$ cat src/design/canopen_cfg_pkg.sv
// Constants, carriers and state types for the boot and bus configuration bank.
// Assumes a single 50 MHz controller clock shared by every user of this package.
package canopen_cfg_pkg;

	// Object indices of the bank.
	localparam logic [15:0] IDX_PROG_CTRL = 16'h1f51;
	localparam logic [15:0] IDX_PROG_STATUS = 16'h1f57;
	localparam logic [15:0] IDX_STARTUP = 16'h1f80;
	localparam logic [15:0] IDX_BIT_RATE = 16'h2005;

	// Subindices inside the array objects.
	localparam logic [7:0] SUB_COUNT = 8'h00;
	localparam logic [7:0] SUB_BOOT_AREA = 8'h01;
	localparam logic [7:0] SUB_SCRIPT_AREA = 8'h02;

	// Reset and fixed values.
	localparam logic [7:0] ENTRY_COUNT_VALUE = 8'h02;
	localparam logic [7:0] PROG_CTRL_RESET = 8'h00;
	localparam logic [31:0] PROG_STATUS_RESET = 32'h0000_0000;
	localparam logic [31:0] STARTUP_RESET = 32'h0000_0000;
	localparam logic [7:0] BIT_RATE_RESET = 8'h88;

	// Startup selector field: bit 3 asks for automatic Operational.
	localparam int STARTUP_AUTO_OPER_BIT = 3;

	// Bit-rate codes.
	localparam logic [7:0] RATE_CODE_10K = 8'h81;
	localparam logic [7:0] RATE_CODE_20K = 8'h82;
	localparam logic [7:0] RATE_CODE_50K = 8'h83;
	localparam logic [7:0] RATE_CODE_125K = 8'h84;
	localparam logic [7:0] RATE_CODE_250K = 8'h85;
	localparam logic [7:0] RATE_CODE_500K = 8'h86;
	localparam logic [7:0] RATE_CODE_1000K = 8'h88;

	// Bit rates in kBd, as carried on the rate output.
	localparam int KBD_WIDTH = 11;
	localparam logic [10:0] KBD_10 = 11'h00a;
	localparam logic [10:0] KBD_20 = 11'h014;
	localparam logic [10:0] KBD_50 = 11'h032;
	localparam logic [10:0] KBD_125 = 11'h07d;
	localparam logic [10:0] KBD_250 = 11'h0fa;
	localparam logic [10:0] KBD_500 = 11'h1f4;
	localparam logic [10:0] KBD_1000 = 11'h3e8;

	// Network-management state as seen by the rest of the controller.
	typedef enum logic [1:0] {
		NMT_INIT,
		NMT_PRE_OPERATIONAL,
		NMT_OPERATIONAL
	} nmt_state_type;

	// One object-dictionary access from the protocol engine.
	typedef struct packed {
		logic valid;
		logic write;
		logic [15:0] index;
		logic [7:0] subindex;
		logic [31:0] wdata;
	} od_req_type;

	// Answer to an access, shown for one cycle.
	typedef struct packed {
		logic ack;
		logic abort;
		logic [31:0] rdata;
	} od_rsp_type;

endpackage

$ cat src/design/bit_rate_decode.sv
// Decoder from the coded bit-rate selector to a rate in kBd.
// Assumes the caller registers the result; this module is purely combinational.
`timescale 1ns/1ns
`default_nettype none

module bit_rate_decode
(
	// Coded selector.
	input wire logic [7:0] code_i,
	// Decoded rate and whether the code was one of the listed ones.
	output logic [10:0] kbd_o,
	output logic listed_o
);

	// Map each listed code; anything else, 0x87 included, falls back to 1000 kBd.
	always_comb
	begin
		listed_o = 1'b1;
		case (code_i)
			canopen_cfg_pkg::RATE_CODE_10K: kbd_o = canopen_cfg_pkg::KBD_10;
			canopen_cfg_pkg::RATE_CODE_20K: kbd_o = canopen_cfg_pkg::KBD_20;
			canopen_cfg_pkg::RATE_CODE_50K: kbd_o = canopen_cfg_pkg::KBD_50;
			canopen_cfg_pkg::RATE_CODE_125K: kbd_o = canopen_cfg_pkg::KBD_125;
			canopen_cfg_pkg::RATE_CODE_250K: kbd_o = canopen_cfg_pkg::KBD_250;
			canopen_cfg_pkg::RATE_CODE_500K: kbd_o = canopen_cfg_pkg::KBD_500;
			canopen_cfg_pkg::RATE_CODE_1000K: kbd_o = canopen_cfg_pkg::KBD_1000;
			default:
			begin
				// Unlisted codes still run the bus, at the fastest rate.
				kbd_o = canopen_cfg_pkg::KBD_1000;
				listed_o = 1'b0;
			end
		endcase
	end

endmodule // bit_rate_decode

`default_nettype wire

$ cat src/design/canopen_cfg_bank.sv
// Configuration-object bank: programming control and status, startup selector,
// coded bit-rate selector, and the startup part of the network-management states.
// Assumes the protocol engine presents object accesses on the same clock and that
// the programming engine drives the status words on the same clock.
`timescale 1ns/1ns
`default_nettype none

// Overview of operation
// - Two RW control bytes, count two, reset zero
// - Two RO status words, count two, reset zero
// - Startup zero leaves network management Pre-Operational
// - Startup bit 3 enters Operational after init
// - Bit-rate selector presets to 0x88, 1000 kBd
// - Listed codes select 10 through 1000 kBd
// - Unlisted codes, 0x87 included, mean 1000 kBd
module canopen_cfg_bank
(
	// Clock and reset.
	input wire logic clk_i,
	input wire logic rst_n_i,
	// Object-dictionary access port and its answer.
	input wire canopen_cfg_pkg::od_req_type req_i,
	output var canopen_cfg_pkg::od_rsp_type rsp_o,
	// Progress from the programming engine.
	input wire logic status_boot_load_i,
	input wire logic [31:0] status_boot_i,
	input wire logic status_script_load_i,
	input wire logic [31:0] status_script_i,
	// Initialization handshake from the controller.
	input wire logic init_done_i,
	input wire logic reinit_i,
	// Settings toward the rest of the controller.
	output logic [7:0] prog_ctrl_boot_o,
	output logic [7:0] prog_ctrl_script_o,
	output logic [31:0] startup_select_o,
	output var canopen_cfg_pkg::nmt_state_type nmt_state_o,
	output logic [7:0] bit_rate_code_o,
	output logic [10:0] bit_rate_kbd_o,
	output logic bit_rate_listed_o
);

	// Reset release synchroniser; only the second stage is used by the design.
	// The first stage may go metastable on a release, so nothing else reads it.
	logic rst_meta_reg;
	logic rst_sync_reg;
	logic rst_n;

	// The reset takes effect at once but leaves only after two clean edges,
	// so no flop sees a release that lands close to an edge.
	always_ff @(posedge clk_i or negedge rst_n_i)
	begin
		if (!rst_n_i)
		begin
			rst_meta_reg <= 1'b0;
			rst_sync_reg <= 1'b0;
		end
		else
		begin
			rst_meta_reg <= 1'b1;
			rst_sync_reg <= rst_meta_reg;
		end
	end

	assign rst_n = rst_sync_reg;

	// True when an access names the given index and subindex.
	// Used for every object, so all entries decode the same way.
	function automatic logic match_obj(input canopen_cfg_pkg::od_req_type r,
		input logic [15:0] idx, input logic [7:0] sub);
		match_obj = (r.index == idx) && (r.subindex == sub);
	endfunction

	// Stored objects. Each next value defaults to its own register, so an
	// access to one object can never disturb another.
	logic [7:0] ctrl_boot_reg, ctrl_boot_next;
	logic [7:0] ctrl_script_reg, ctrl_script_next;
	logic [31:0] status_boot_reg, status_boot_next;
	logic [31:0] status_script_reg, status_script_next;
	logic [31:0] startup_reg, startup_next;
	logic [7:0] rate_code_reg, rate_code_next;

	// Answer registers. The answer stands for exactly one cycle after the
	// taking edge; the protocol engine must take it then, as nothing holds it.
	canopen_cfg_pkg::od_rsp_type rsp_reg, rsp_next;

	// Decoded rate, registered so the outputs come from flops.
	logic [10:0] kbd_dec;
	logic listed_dec;
	logic [10:0] kbd_reg;
	logic listed_reg;

	// Network-management startup state.
	canopen_cfg_pkg::nmt_state_type nmt_reg, nmt_next;

	// Access decoding and the next values of every stored object.
	// An access that matches nothing here is still answered, with an abort,
	// so the protocol engine never waits on an object this bank does not own.
	always_comb
	begin
		ctrl_boot_next = ctrl_boot_reg;
		ctrl_script_next = ctrl_script_reg;
		startup_next = startup_reg;
		rate_code_next = rate_code_reg;
		status_boot_next = status_boot_reg;
		status_script_next = status_script_reg;
		// The answer is zero unless a request is taken this cycle.
		rsp_next = '0;

		// Status words follow the programming engine, never the bus.
		// A load and a read in one cycle are safe: the read shows the old word
		// and the next read the new one.
		if (status_boot_load_i)
		begin
			status_boot_next = status_boot_i;
		end
		if (status_script_load_i)
		begin
			status_script_next = status_script_i;
		end

		if (req_i.valid)
		begin
			rsp_next.ack = 1'b1;
			// Entry counts of both arrays: fixed, so writes abort.
			if (match_obj(req_i, canopen_cfg_pkg::IDX_PROG_CTRL, canopen_cfg_pkg::SUB_COUNT)
				|| match_obj(req_i, canopen_cfg_pkg::IDX_PROG_STATUS,
				canopen_cfg_pkg::SUB_COUNT))
			begin
				rsp_next.rdata = {24'h000000, canopen_cfg_pkg::ENTRY_COUNT_VALUE};
				rsp_next.abort = req_i.write;
			end
			// Boot area control byte.
			else if (match_obj(req_i, canopen_cfg_pkg::IDX_PROG_CTRL,
				canopen_cfg_pkg::SUB_BOOT_AREA))
			begin
				rsp_next.rdata = {24'h000000, ctrl_boot_reg};
				if (req_i.write)
				begin
					ctrl_boot_next = req_i.wdata[7:0];
				end
			end
			// User script area control byte.
			else if (match_obj(req_i, canopen_cfg_pkg::IDX_PROG_CTRL,
				canopen_cfg_pkg::SUB_SCRIPT_AREA))
			begin
				rsp_next.rdata = {24'h000000, ctrl_script_reg};
				if (req_i.write)
				begin
					ctrl_script_next = req_i.wdata[7:0];
				end
			end
			// Boot area status: read only.
			else if (match_obj(req_i, canopen_cfg_pkg::IDX_PROG_STATUS,
				canopen_cfg_pkg::SUB_BOOT_AREA))
			begin
				rsp_next.rdata = status_boot_reg;
				rsp_next.abort = req_i.write;
			end
			// Script area status: read only.
			else if (match_obj(req_i, canopen_cfg_pkg::IDX_PROG_STATUS,
				canopen_cfg_pkg::SUB_SCRIPT_AREA))
			begin
				rsp_next.rdata = status_script_reg;
				rsp_next.abort = req_i.write;
			end
			// Startup selector, a plain variable at subindex zero.
			else if (match_obj(req_i, canopen_cfg_pkg::IDX_STARTUP, canopen_cfg_pkg::SUB_COUNT))
			begin
				rsp_next.rdata = startup_reg;
				if (req_i.write)
				begin
					startup_next = req_i.wdata;
				end
			end
			// Bit-rate selector; any byte is stored, decoding handles odd codes.
			else if (match_obj(req_i, canopen_cfg_pkg::IDX_BIT_RATE, canopen_cfg_pkg::SUB_COUNT))
			begin
				rsp_next.rdata = {24'h000000, rate_code_reg};
				if (req_i.write)
				begin
					rate_code_next = req_i.wdata[7:0];
				end
			end
			// Anything else is not in this bank.
			// That includes nonzero subindices of the two plain variables.
			else
			begin
				rsp_next.abort = 1'b1;
			end
		end
	end

	// Register the objects and the answer.
	always_ff @(posedge clk_i or negedge rst_n)
	begin
		if (!rst_n)
		begin
			ctrl_boot_reg <= canopen_cfg_pkg::PROG_CTRL_RESET;
			ctrl_script_reg <= canopen_cfg_pkg::PROG_CTRL_RESET;
			status_boot_reg <= canopen_cfg_pkg::PROG_STATUS_RESET;
			status_script_reg <= canopen_cfg_pkg::PROG_STATUS_RESET;
			startup_reg <= canopen_cfg_pkg::STARTUP_RESET;
			rate_code_reg <= canopen_cfg_pkg::BIT_RATE_RESET;
			rsp_reg <= '0;
		end
		else
		begin
			ctrl_boot_reg <= ctrl_boot_next;
			ctrl_script_reg <= ctrl_script_next;
			status_boot_reg <= status_boot_next;
			status_script_reg <= status_script_next;
			startup_reg <= startup_next;
			rate_code_reg <= rate_code_next;
			rsp_reg <= rsp_next;
		end
	end

	// Rate decoder works on the stored code. Decoding lives in its own module
	// so the table can be changed without touching the access logic.
	bit_rate_decode u_rate
	(
		.code_i(rate_code_reg),
		.kbd_o(kbd_dec),
		.listed_o(listed_dec)
	);

	// The decoded rate lags the stored code by one cycle; that keeps the
	// rate outputs glitch free at the cost of a single cycle of latency.
	always_ff @(posedge clk_i or negedge rst_n)
	begin
		if (!rst_n)
		begin
			kbd_reg <= canopen_cfg_pkg::KBD_1000;
			listed_reg <= 1'b1;
		end
		else
		begin
			kbd_reg <= kbd_dec;
			listed_reg <= listed_dec;
		end
	end

	// Startup state: after initialization, the selector picks the first state.
	// The choice is made once per pass through INIT, so a later write to the
	// selector only counts after a new initialization; a write in the same
	// cycle as the done pulse is too late for that pass.
	always_comb
	begin
		nmt_next = nmt_reg;
		case (nmt_reg)
			canopen_cfg_pkg::NMT_INIT:
			begin
				if (init_done_i)
				begin
					if (startup_reg[canopen_cfg_pkg::STARTUP_AUTO_OPER_BIT])
					begin
						nmt_next = canopen_cfg_pkg::NMT_OPERATIONAL;
					end
					else
					begin
						nmt_next = canopen_cfg_pkg::NMT_PRE_OPERATIONAL;
					end
				end
			end
			default:
			begin
				// A new initialization starts the choice over.
				// A reinit pulse while in INIT is ignored; the pass is already open.
				if (reinit_i)
				begin
					nmt_next = canopen_cfg_pkg::NMT_INIT;
				end
			end
		endcase
	end

	// Register the startup state. Reset always lands in INIT, whatever the
	// selector held, because the state register itself is reset straight to INIT.
	always_ff @(posedge clk_i or negedge rst_n)
	begin
		if (!rst_n)
		begin
			nmt_reg <= canopen_cfg_pkg::NMT_INIT;
		end
		else
		begin
			nmt_reg <= nmt_next;
		end
	end

	// Outputs, all straight from flops, so downstream logic sees no decode
	// glitches and every setting changes on a clock edge, or at once when reset asserts.
	assign rsp_o = rsp_reg;
	assign prog_ctrl_boot_o = ctrl_boot_reg;
	assign prog_ctrl_script_o = ctrl_script_reg;
	assign startup_select_o = startup_reg;
	assign nmt_state_o = nmt_reg;
	assign bit_rate_code_o = rate_code_reg;
	assign bit_rate_kbd_o = kbd_reg;
	assign bit_rate_listed_o = listed_reg;

endmodule // canopen_cfg_bank

`default_nettype wire

$ cat config.mk
export PLATFORM = sky130hd
export DESIGN_NAME = canopen_cfg_bank
export DESIGN_NICKNAME = d
export VERILOG_FILES = /design/src/design/canopen_cfg_pkg.sv /design/src/design/bit_rate_decode.sv /design/src/design/canopen_cfg_bank.sv
export SDC_FILE = /design/constraint.sdc
export NUM_CORES = 1
export LEC_CHECK = 0
export BUFFER_PORTS_ARGS = -buffer_cell sky130_fd_sc_hd__clkbuf_2
export CORE_UTILIZATION = 46
export CTS_CLUSTER_SIZE = 8
export DETAILED_ROUTE_END_ITERATION = 12
export GPL_ROUTABILITY_DRIVEN = 0
export PLACE_DENSITY = 0.77
export SYNTH_ARGS = -nofsm -noshare
export SYNTH_HDL_FRONTEND = slang
export SYNTH_SLANG_ARGS = --single-unit
$ cat constraint.sdc
create_clock -name clk_i -period 4.55 [get_ports clk_i]
set_input_delay 0.2275 -clock clk_i [delete_from_list [all_inputs] [get_ports clk_i]]
set_output_delay 0.2275 -clock clk_i [all_outputs]
set_load 0.05 [all_outputs]
==> results of run 1 <==
-- kinds of logic after synthesis --
| kind of cell | Yosys count |
|---|---|
| DFF | 169 |
| buffers and inverters | 40 |
| xor gates and xnor gates | 1 |
| and+or+nand+nor | 148 |
| other | 2 |
| AOI/OAI and AO/OA | 80 |
| muxes | 118 |
-- placed cells by master, fill, tap and decap left out, drive strengths merged, types with 4 or more instances in the layout --
cell type | netlist | layout
a211oi | 8 | 8
a21oi | 10 | 10
a222oi | 24 | 24
buf | 11 | 10
clkbuf | 24 | 249
clkinv | 0 | 4
dfrtp | 160 | 160
dfstp | 9 | 9
dlygate4sd3 | 0 | 6
inv | 5 | 11
mux2 | 118 | 118
nand2 | 25 | 25
nand2b | 6 | 6
nand3 | 18 | 18
nand4 | 5 | 5
nor2 | 33 | 33
nor3 | 18 | 18
nor4 | 13 | 13
nor4b | 5 | 5
o21ai | 13 | 13
o22ai | 8 | 8
o31ai | 7 | 7
or3 | 4 | 4
-- final cells by class --
type	count	area, um^2
well taps	211	264.0
repair buffers	246	1299
flip-flops and latches	169	4244
clock inverters	13	156.4
inverters	5	18.77
fillers	1243	6021
clock buffers	19	442.9
multi-input cells	349	2813
-- cell usage after synthesis, types with 5 or more instances --
| master | n | area share |
|---|---|---|
| dfrtp_1 | 160 | 0.56 |
| mux2_2 | 86 | 0.13 |
| nor2_1 | 33 | 0.017 |
| mux2_1 | 32 | 0.050 |
| nand2_1 | 25 | 0.013 |
| a222oi_1 | 24 | 0.033 |
| clkbuf_1 | 24 | 0.012 |
| nand3_1 | 18 | 0.012 |
| nor3_1 | 18 | 0.012 |
| o21ai_0 | 12 | 0.0083 |
| a21oi_1 | 10 | 0.0069 |
| nor4_1 | 10 | 0.0087 |
| dfstp_2 | 9 | 0.033 |
| a211oi_1 | 8 | 0.0083 |
| o22ai_1 | 8 | 0.0069 |
| o31ai_1 | 7 | 0.0073 |
| nand2b_1 | 6 | 0.0052 |
| inv_1 | 5 | 0.0026 |
-- worst min path at each step --
stage,endpoint,cells after the start,slack (ns)
floorplan,rst_meta_reg$_DFF_PN0_,0,-0.07
global placement,rst_meta_reg$_DFF_PN0_,1,0.01
detailed placement,rst_meta_reg$_DFF_PN0_,1,0.02
CTS,startup_select_o[9]$_DFFE_PN0P_,2,0.001
global route,startup_select_o[9]$_DFFE_PN0P_,2,0.008
finish,startup_select_o[9]$_DFFE_PN0P_,2,0.02
-- power breakdown --
group          internal, mW  switching (mW)  total [mW]
clock network         0.840           0.622        1.46
logic                 0.109           0.110       0.219
registers              1.56          0.0448        1.61
total                  2.51           0.776        3.29
-- layer usage --
layer | wire [um] | part of all wire | vias to the layer above | global-route usage
met1 | 7693 | 0.40 | 2805 | 0.3026
li1 | - | - | 2527 | -
met3 | 1792 | 0.092 | 25 | 0.07873
met2 | 9624 | 0.50 | 293 | 0.4202
met5 | 0 | 0 | - | 0
met4 | 278 | 0.014 | 0 | 0.07703
-- per-stage QoR --
step           worst slack [ns]  instances  hold WS (ns)  utilization
3_5_place_dp              1.565        974       0.01556       0.5622
5_1_grt                   1.717       1012      0.007808       0.6054
2_1_floorplan             1.764        558      -0.06809            -
6_report                  1.979       1012       0.02131       0.6054
3_3_place_gp              1.594        974       0.01234       0.5622
4_1_cts                   2.018       1012     0.0009954       0.6054
==> reports/results.ini, run 1 <==
[final_layout]
largest_reg_flops = 34
syn2layout_area_growth_pct = 28.13
insertedDiodeCount = 0
fin_nets = 916
drive_above_1_share = 0.4732
fin_area_um2 = 9238

[logic_synthesis]
synth-main-ff-cell = dfrtp_1
ys_types = 51
synthXorXnorAreaFrac = 0.001215
synthMuxAreaShare = 0.1843
syn_area_um2 = 7209
postSynth.asyncResetShare = 1.000
synthCells = 558
synthAdderAreaFrac = 0
synth_compound_area_frac = 0.08296
synth_simple_gate_area_frac = 0.1173
syn_nets = 686
synth_top_family_by_area = multiplexers
synth_seq_cells = 169
synth_warnings = 0
avgSynthCellArea_um2 = 12.92
synth_edf_count = 0
synth-seq-area-share = 0.5882

[sta]
fin_setup_tns_ns = 0
slew_viol_final = 0
fmax_mhz = 388.9
relSlewSlack = 0.3282
fin_worst_skew_ns = 0.009562
hold_viol_final = 0
setup_viol = 0
grt_setup_unrepaired = false
tightest_slew_ns = 1.008
period_share = 0.5651
min_period_ns = 2.571

[setup_path]
worstReg2RegEnd = bit_rate_kbd_o[1]$_DFF_PN0_
worstPathCellList = clkbuf_2 > nor4b_1 > nand2_1 > buf_4 > nor4b_1 > and4_2 > mux2_2
cp.required_ns = 4.86
worstSetupPathType = primary input to flip-flop
cp.buffers_inverters = 2
cp.arrival_ns = 2.88
cp_num_cells = 7
cp-endpoint = startup_select_o[31]$_DFFE_PN0P_
timing.critical_path.from = req_i[55]
r2r-start = bit_rate_code_o[7]$_DFFE_PN1P_
endpoint_kind = flip-flop
start_kind = primary input
r2r_cells = 3
cpMostUsedCell = nor4b_1
critPathTopFamily = simple AND/OR/NAND/NOR gates
path_max_fanout = 32
slowest_delay_ns = 0.91
r2r_setup_slack_ns = 2.72
slowest_stage = and4_2

[hold_path]
holdCritStartpoint = req_i[9]
min_path_type = primary input to flip-flop

[placed_design]
portBuffers = 230
post_dp_cell_area_um2 = 8578
dpl.hpwl_um = 13020

[global_route]
antenna_found_initial = 0
track_usage = 0.2479
grt_pass1_vias = 5709
grt_first_pass_wirelength_um = 30500
grt.overflow.total = 0
grt_max_degree = 98

[floorplanning]
die-area_um2 = 16180
die_w_um = 127.2
start_util = 0.4725
rows = 45
io_pins = 232
core_area_um2 = 15260
die_y_um = 127.2

[power]
peakVddDrop_mv = 0.3594
powerDensity_nw_per_um2 = 355.9
total_leakage_power_nw = 4.520
power_mw = 3.288

[drt]
drc = 0
wl_per_cell_um = 19.16
via_per_inst = 5.583
drt_wl_total_um = 19390
ant_nets = 0
via_count = 5650
drt_iter0_drc = 478
dr.pass1.iters = 6

[clock_tree]
post-cts-setup-buffers = 0
cts_tree = done
clock_tree.buffer_depth = 2
root_buffer = clkbuf_16
cts_buffers = 17
hold_buffers = 6
clock-sinks = 169
clkLatencyLatePin_ns = 0.42
cts_resized = 0
h-tree-depth = 4
clkSlewWorstSetupHoldPaths_ns = 0.07

[run_status]
status = complete, no violations

[flow_run]
max-cap-violations = 0

Note: power is estimated with default switching activity, not from simulation.
==> run 2, diff against run 1 <==
==> constraint.sdc (replaced) <==
create_clock -name clk_i -period 2.08 [get_ports clk_i]
set_input_delay 0.104 -clock clk_i [delete_from_list [all_inputs] [get_ports clk_i]]
set_output_delay 0.104 -clock clk_i [all_outputs]
set_load 0.05 [all_outputs]
==> run 2 against run 1 <==
Against the previous run: sequential power is 120% higher; clock skew is 0.0040 ns higher; routed wire length is 15% higher; largest cell class unchanged.
==> reports/results.ini, run 2 (synthesis gave the netlist of run 1 again) <==
[drt]
via_per_inst = 5.575  ; -0.15%
drt_iter0_drc = 497  ; +4.0%
wl_per_cell_um = 19.64  ; +2.5%
ant_nets = 0  ; unchanged
drc = 0  ; unchanged
via_count = 6355  ; +12%
drt_wl_total_um = 22390  ; +15%
dr.pass1.iters = 6  ; unchanged

[power]
total_leakage_power_nw = 5.098  ; +13%
powerDensity_nw_per_um2 = 696.8  ; +96%
peakVddDrop_mv = 0.5622  ; +56%
power_mw = 7.361  ; +120%

[global_route]
use_met1 = 0.3493  ; +0.04671
grt_first_pass_wirelength_um = 34610  ; +13%
track_usage = 0.2863  ; +0.03838
grtUsageMet3 = 0.06910  ; -0.009631
grt_max_degree = 38  ; -61%
grt.overflow.total = 0  ; unchanged
use_met2 = 0.4897  ; +0.06949
antenna_found_initial = 0  ; unchanged
grt_pass1_vias = 6460  ; +13%
grt_busiest_layer = met2

[placed_design]
dpl.hpwl_um = 14280  ; +9.7%
dp.cells = 1005  ; +3.2%
post_dp_cell_area_um2 = 8949  ; +4.3%
portBuffers = 230  ; unchanged

[final_layout]
fin_area_um2 = 10560  ; +14%
seq_area_um2 = 4244  ; unchanged
largest_reg_flops = 34  ; unchanged
insertedDiodeCount = 0  ; unchanged
multi_input_area_um2 = 2813  ; unchanged
fin_cells = 1140  ; +13%
drive_above_1_share = 0.4424  ; -0.03075
layout_commonest_cell = clkbuf_2
syn2layout_area_growth_pct = 46.53
fin_nets = 1044  ; +14%
layout_common_cells = clkbuf_2 (230), dfrtp_1 (159), dlygate4sd3_1 (103), mux2_2 (86), nor2_1 (33)
fill_cells = 1081  ; -13%
final_util = 0.6923  ; +0.08692

[flow_run]
max-cap-violations = 0  ; unchanged

[setup_path]
critPathTopFamily = simple AND/OR/NAND/NOR gates
worstPathCellList = clkbuf_2 > nor4b_1 > buf_4 > nand2_1 > nor4b_1 > and4_2 > buf_12 > mux2_1
cp.buffers_inverters = 3  ; +1
r2r_setup_slack_ns = 0.50  ; -2.22 ns
worstSetupPathType = primary input to flip-flop
cpMostUsedCell = nor4b_1
endpoint_kind = flip-flop
start_kind = primary input
slowest_delay_ns = 0.42  ; -0.49 ns
r2r-start = bit_rate_code_o[7]$_DFFE_PN1P_
path_max_fanout = 16  ; -50%
cp.required_ns = 2.39  ; -2.47 ns
cp.arrival_ns = 2.10  ; -0.78 ns
slowest_stage = nor4b_1
timing.critical_path.from = req_i[53]
r2r_cells = 4  ; +1
worstReg2RegEnd = bit_rate_kbd_o[1]$_DFF_PN0_

[sta]
fin_setup_tns_ns = 0  ; unchanged
period_share = 0.8620
hold_viol_final = 0  ; unchanged
grt_setup_unrepaired = false
tightest_slew_ns = 0.6088  ; -0.3989 ns
min_period_ns = 1.793
fmax_mhz = 557.8
relSlewSlack = 0.5886  ; +0.2604
setup_viol = 0  ; unchanged
fin_worst_skew_ns = 0.01354  ; +0.003979 ns
slew_viol_final = 0  ; unchanged

[clock_tree]
root_buffer = clkbuf_16
clkLatencyLatePin_ns = 0.44  ; +0.02 ns
post-cts-setup-buffers = 0  ; unchanged
cts_tree = done
clkSlewWorstSetupHoldPaths_ns = 0.07  ; about the same
cts_resized = 0  ; unchanged
clock_tree.buffer_depth = 2  ; unchanged
hold_buffers = 103  ; +97
h-tree-depth = 4  ; unchanged
clock-sinks = 169  ; unchanged
cts_buffers = 17  ; unchanged

[run_status]
status = complete, no violations

[floorplanning]
die_w_um = 127.2  ; unchanged
die-area_um2 = 16180  ; unchanged
io_pins = 232  ; unchanged
start_util = 0.4725  ; unchanged
core_area_um2 = 15260  ; unchanged
die_y_um = 127.2  ; unchanged
rows = 45  ; unchanged

[hold_path]
holdPathStages = 6  ; +4
holdCritStartpoint = req_i[40]
hold_end = rsp_o[2]$_DFF_PN0_
min_path_type = primary input to flip-flop

[run 2: routing by layer]
| layer | up-vias | share of wire |
|---|---|---|
| met1 | 3141 | 0.40 |
| met2 | 358 | 0.50 |
| met3 | 53 | 0.072 |
| met4 | 0 | 0.027 |
| met5 | - | 0 |
| li1 | 2803 | - |
[run 2: worst max-delay path by stage]
| stage | endpoint | cells after the start |
|---|---|---|
| after detailed placement | startup_select_o[8]$_DFFE_PN0P_ | 8 |
| after global routing | startup_select_o[26]$_DFFE_PN0P_ | 8 |
| after floorplan | prog_ctrl_script_o[1]$_DFFE_PN0P_ | 5 |
| after CTS | startup_select_o[8]$_DFFE_PN0P_ | 8 |
| after global placement | startup_select_o[31]$_DFFE_PN0P_ | 8 |
| final | startup_select_o[26]$_DFFE_PN0P_ | 8 |
[run 2: layout make-up]
class	count	share of cell area
inverters	5	0.001777
clock buffers	17	0.04027
repair buffers	374	0.2499
flip-flops and latches	169	0.4018
well taps	211	0.02499
multi-input cells	349	0.2663
clock inverters	15	0.01504
[run 2: tightest hold or removal path, stage by stage]
cell and delay [ns]:
clkbuf_2 0.10, nor2b_1 0.05, nand2_1 0.08, nor4_1 0.06
a211oi_1 0.18, o31ai_1 0.08
[run 2: where the power goes]
part           total, mW  internal, mW  switching (mW)
Clock               3.16          1.70            1.46
Combinational      0.692         0.386           0.307
Sequential          3.51          3.42          0.0923
[run 2: through the flow]
stage                     hold slack (ns)  setup slack (ns)
after floorplan                   -0.1916           0.08697
after global placement            -0.1087          -0.09521
after detailed placement          -0.1084           -0.1556
after CTS                          0.2430            0.2948
after global routing               0.3045            0.1663
final                              0.2724            0.2871
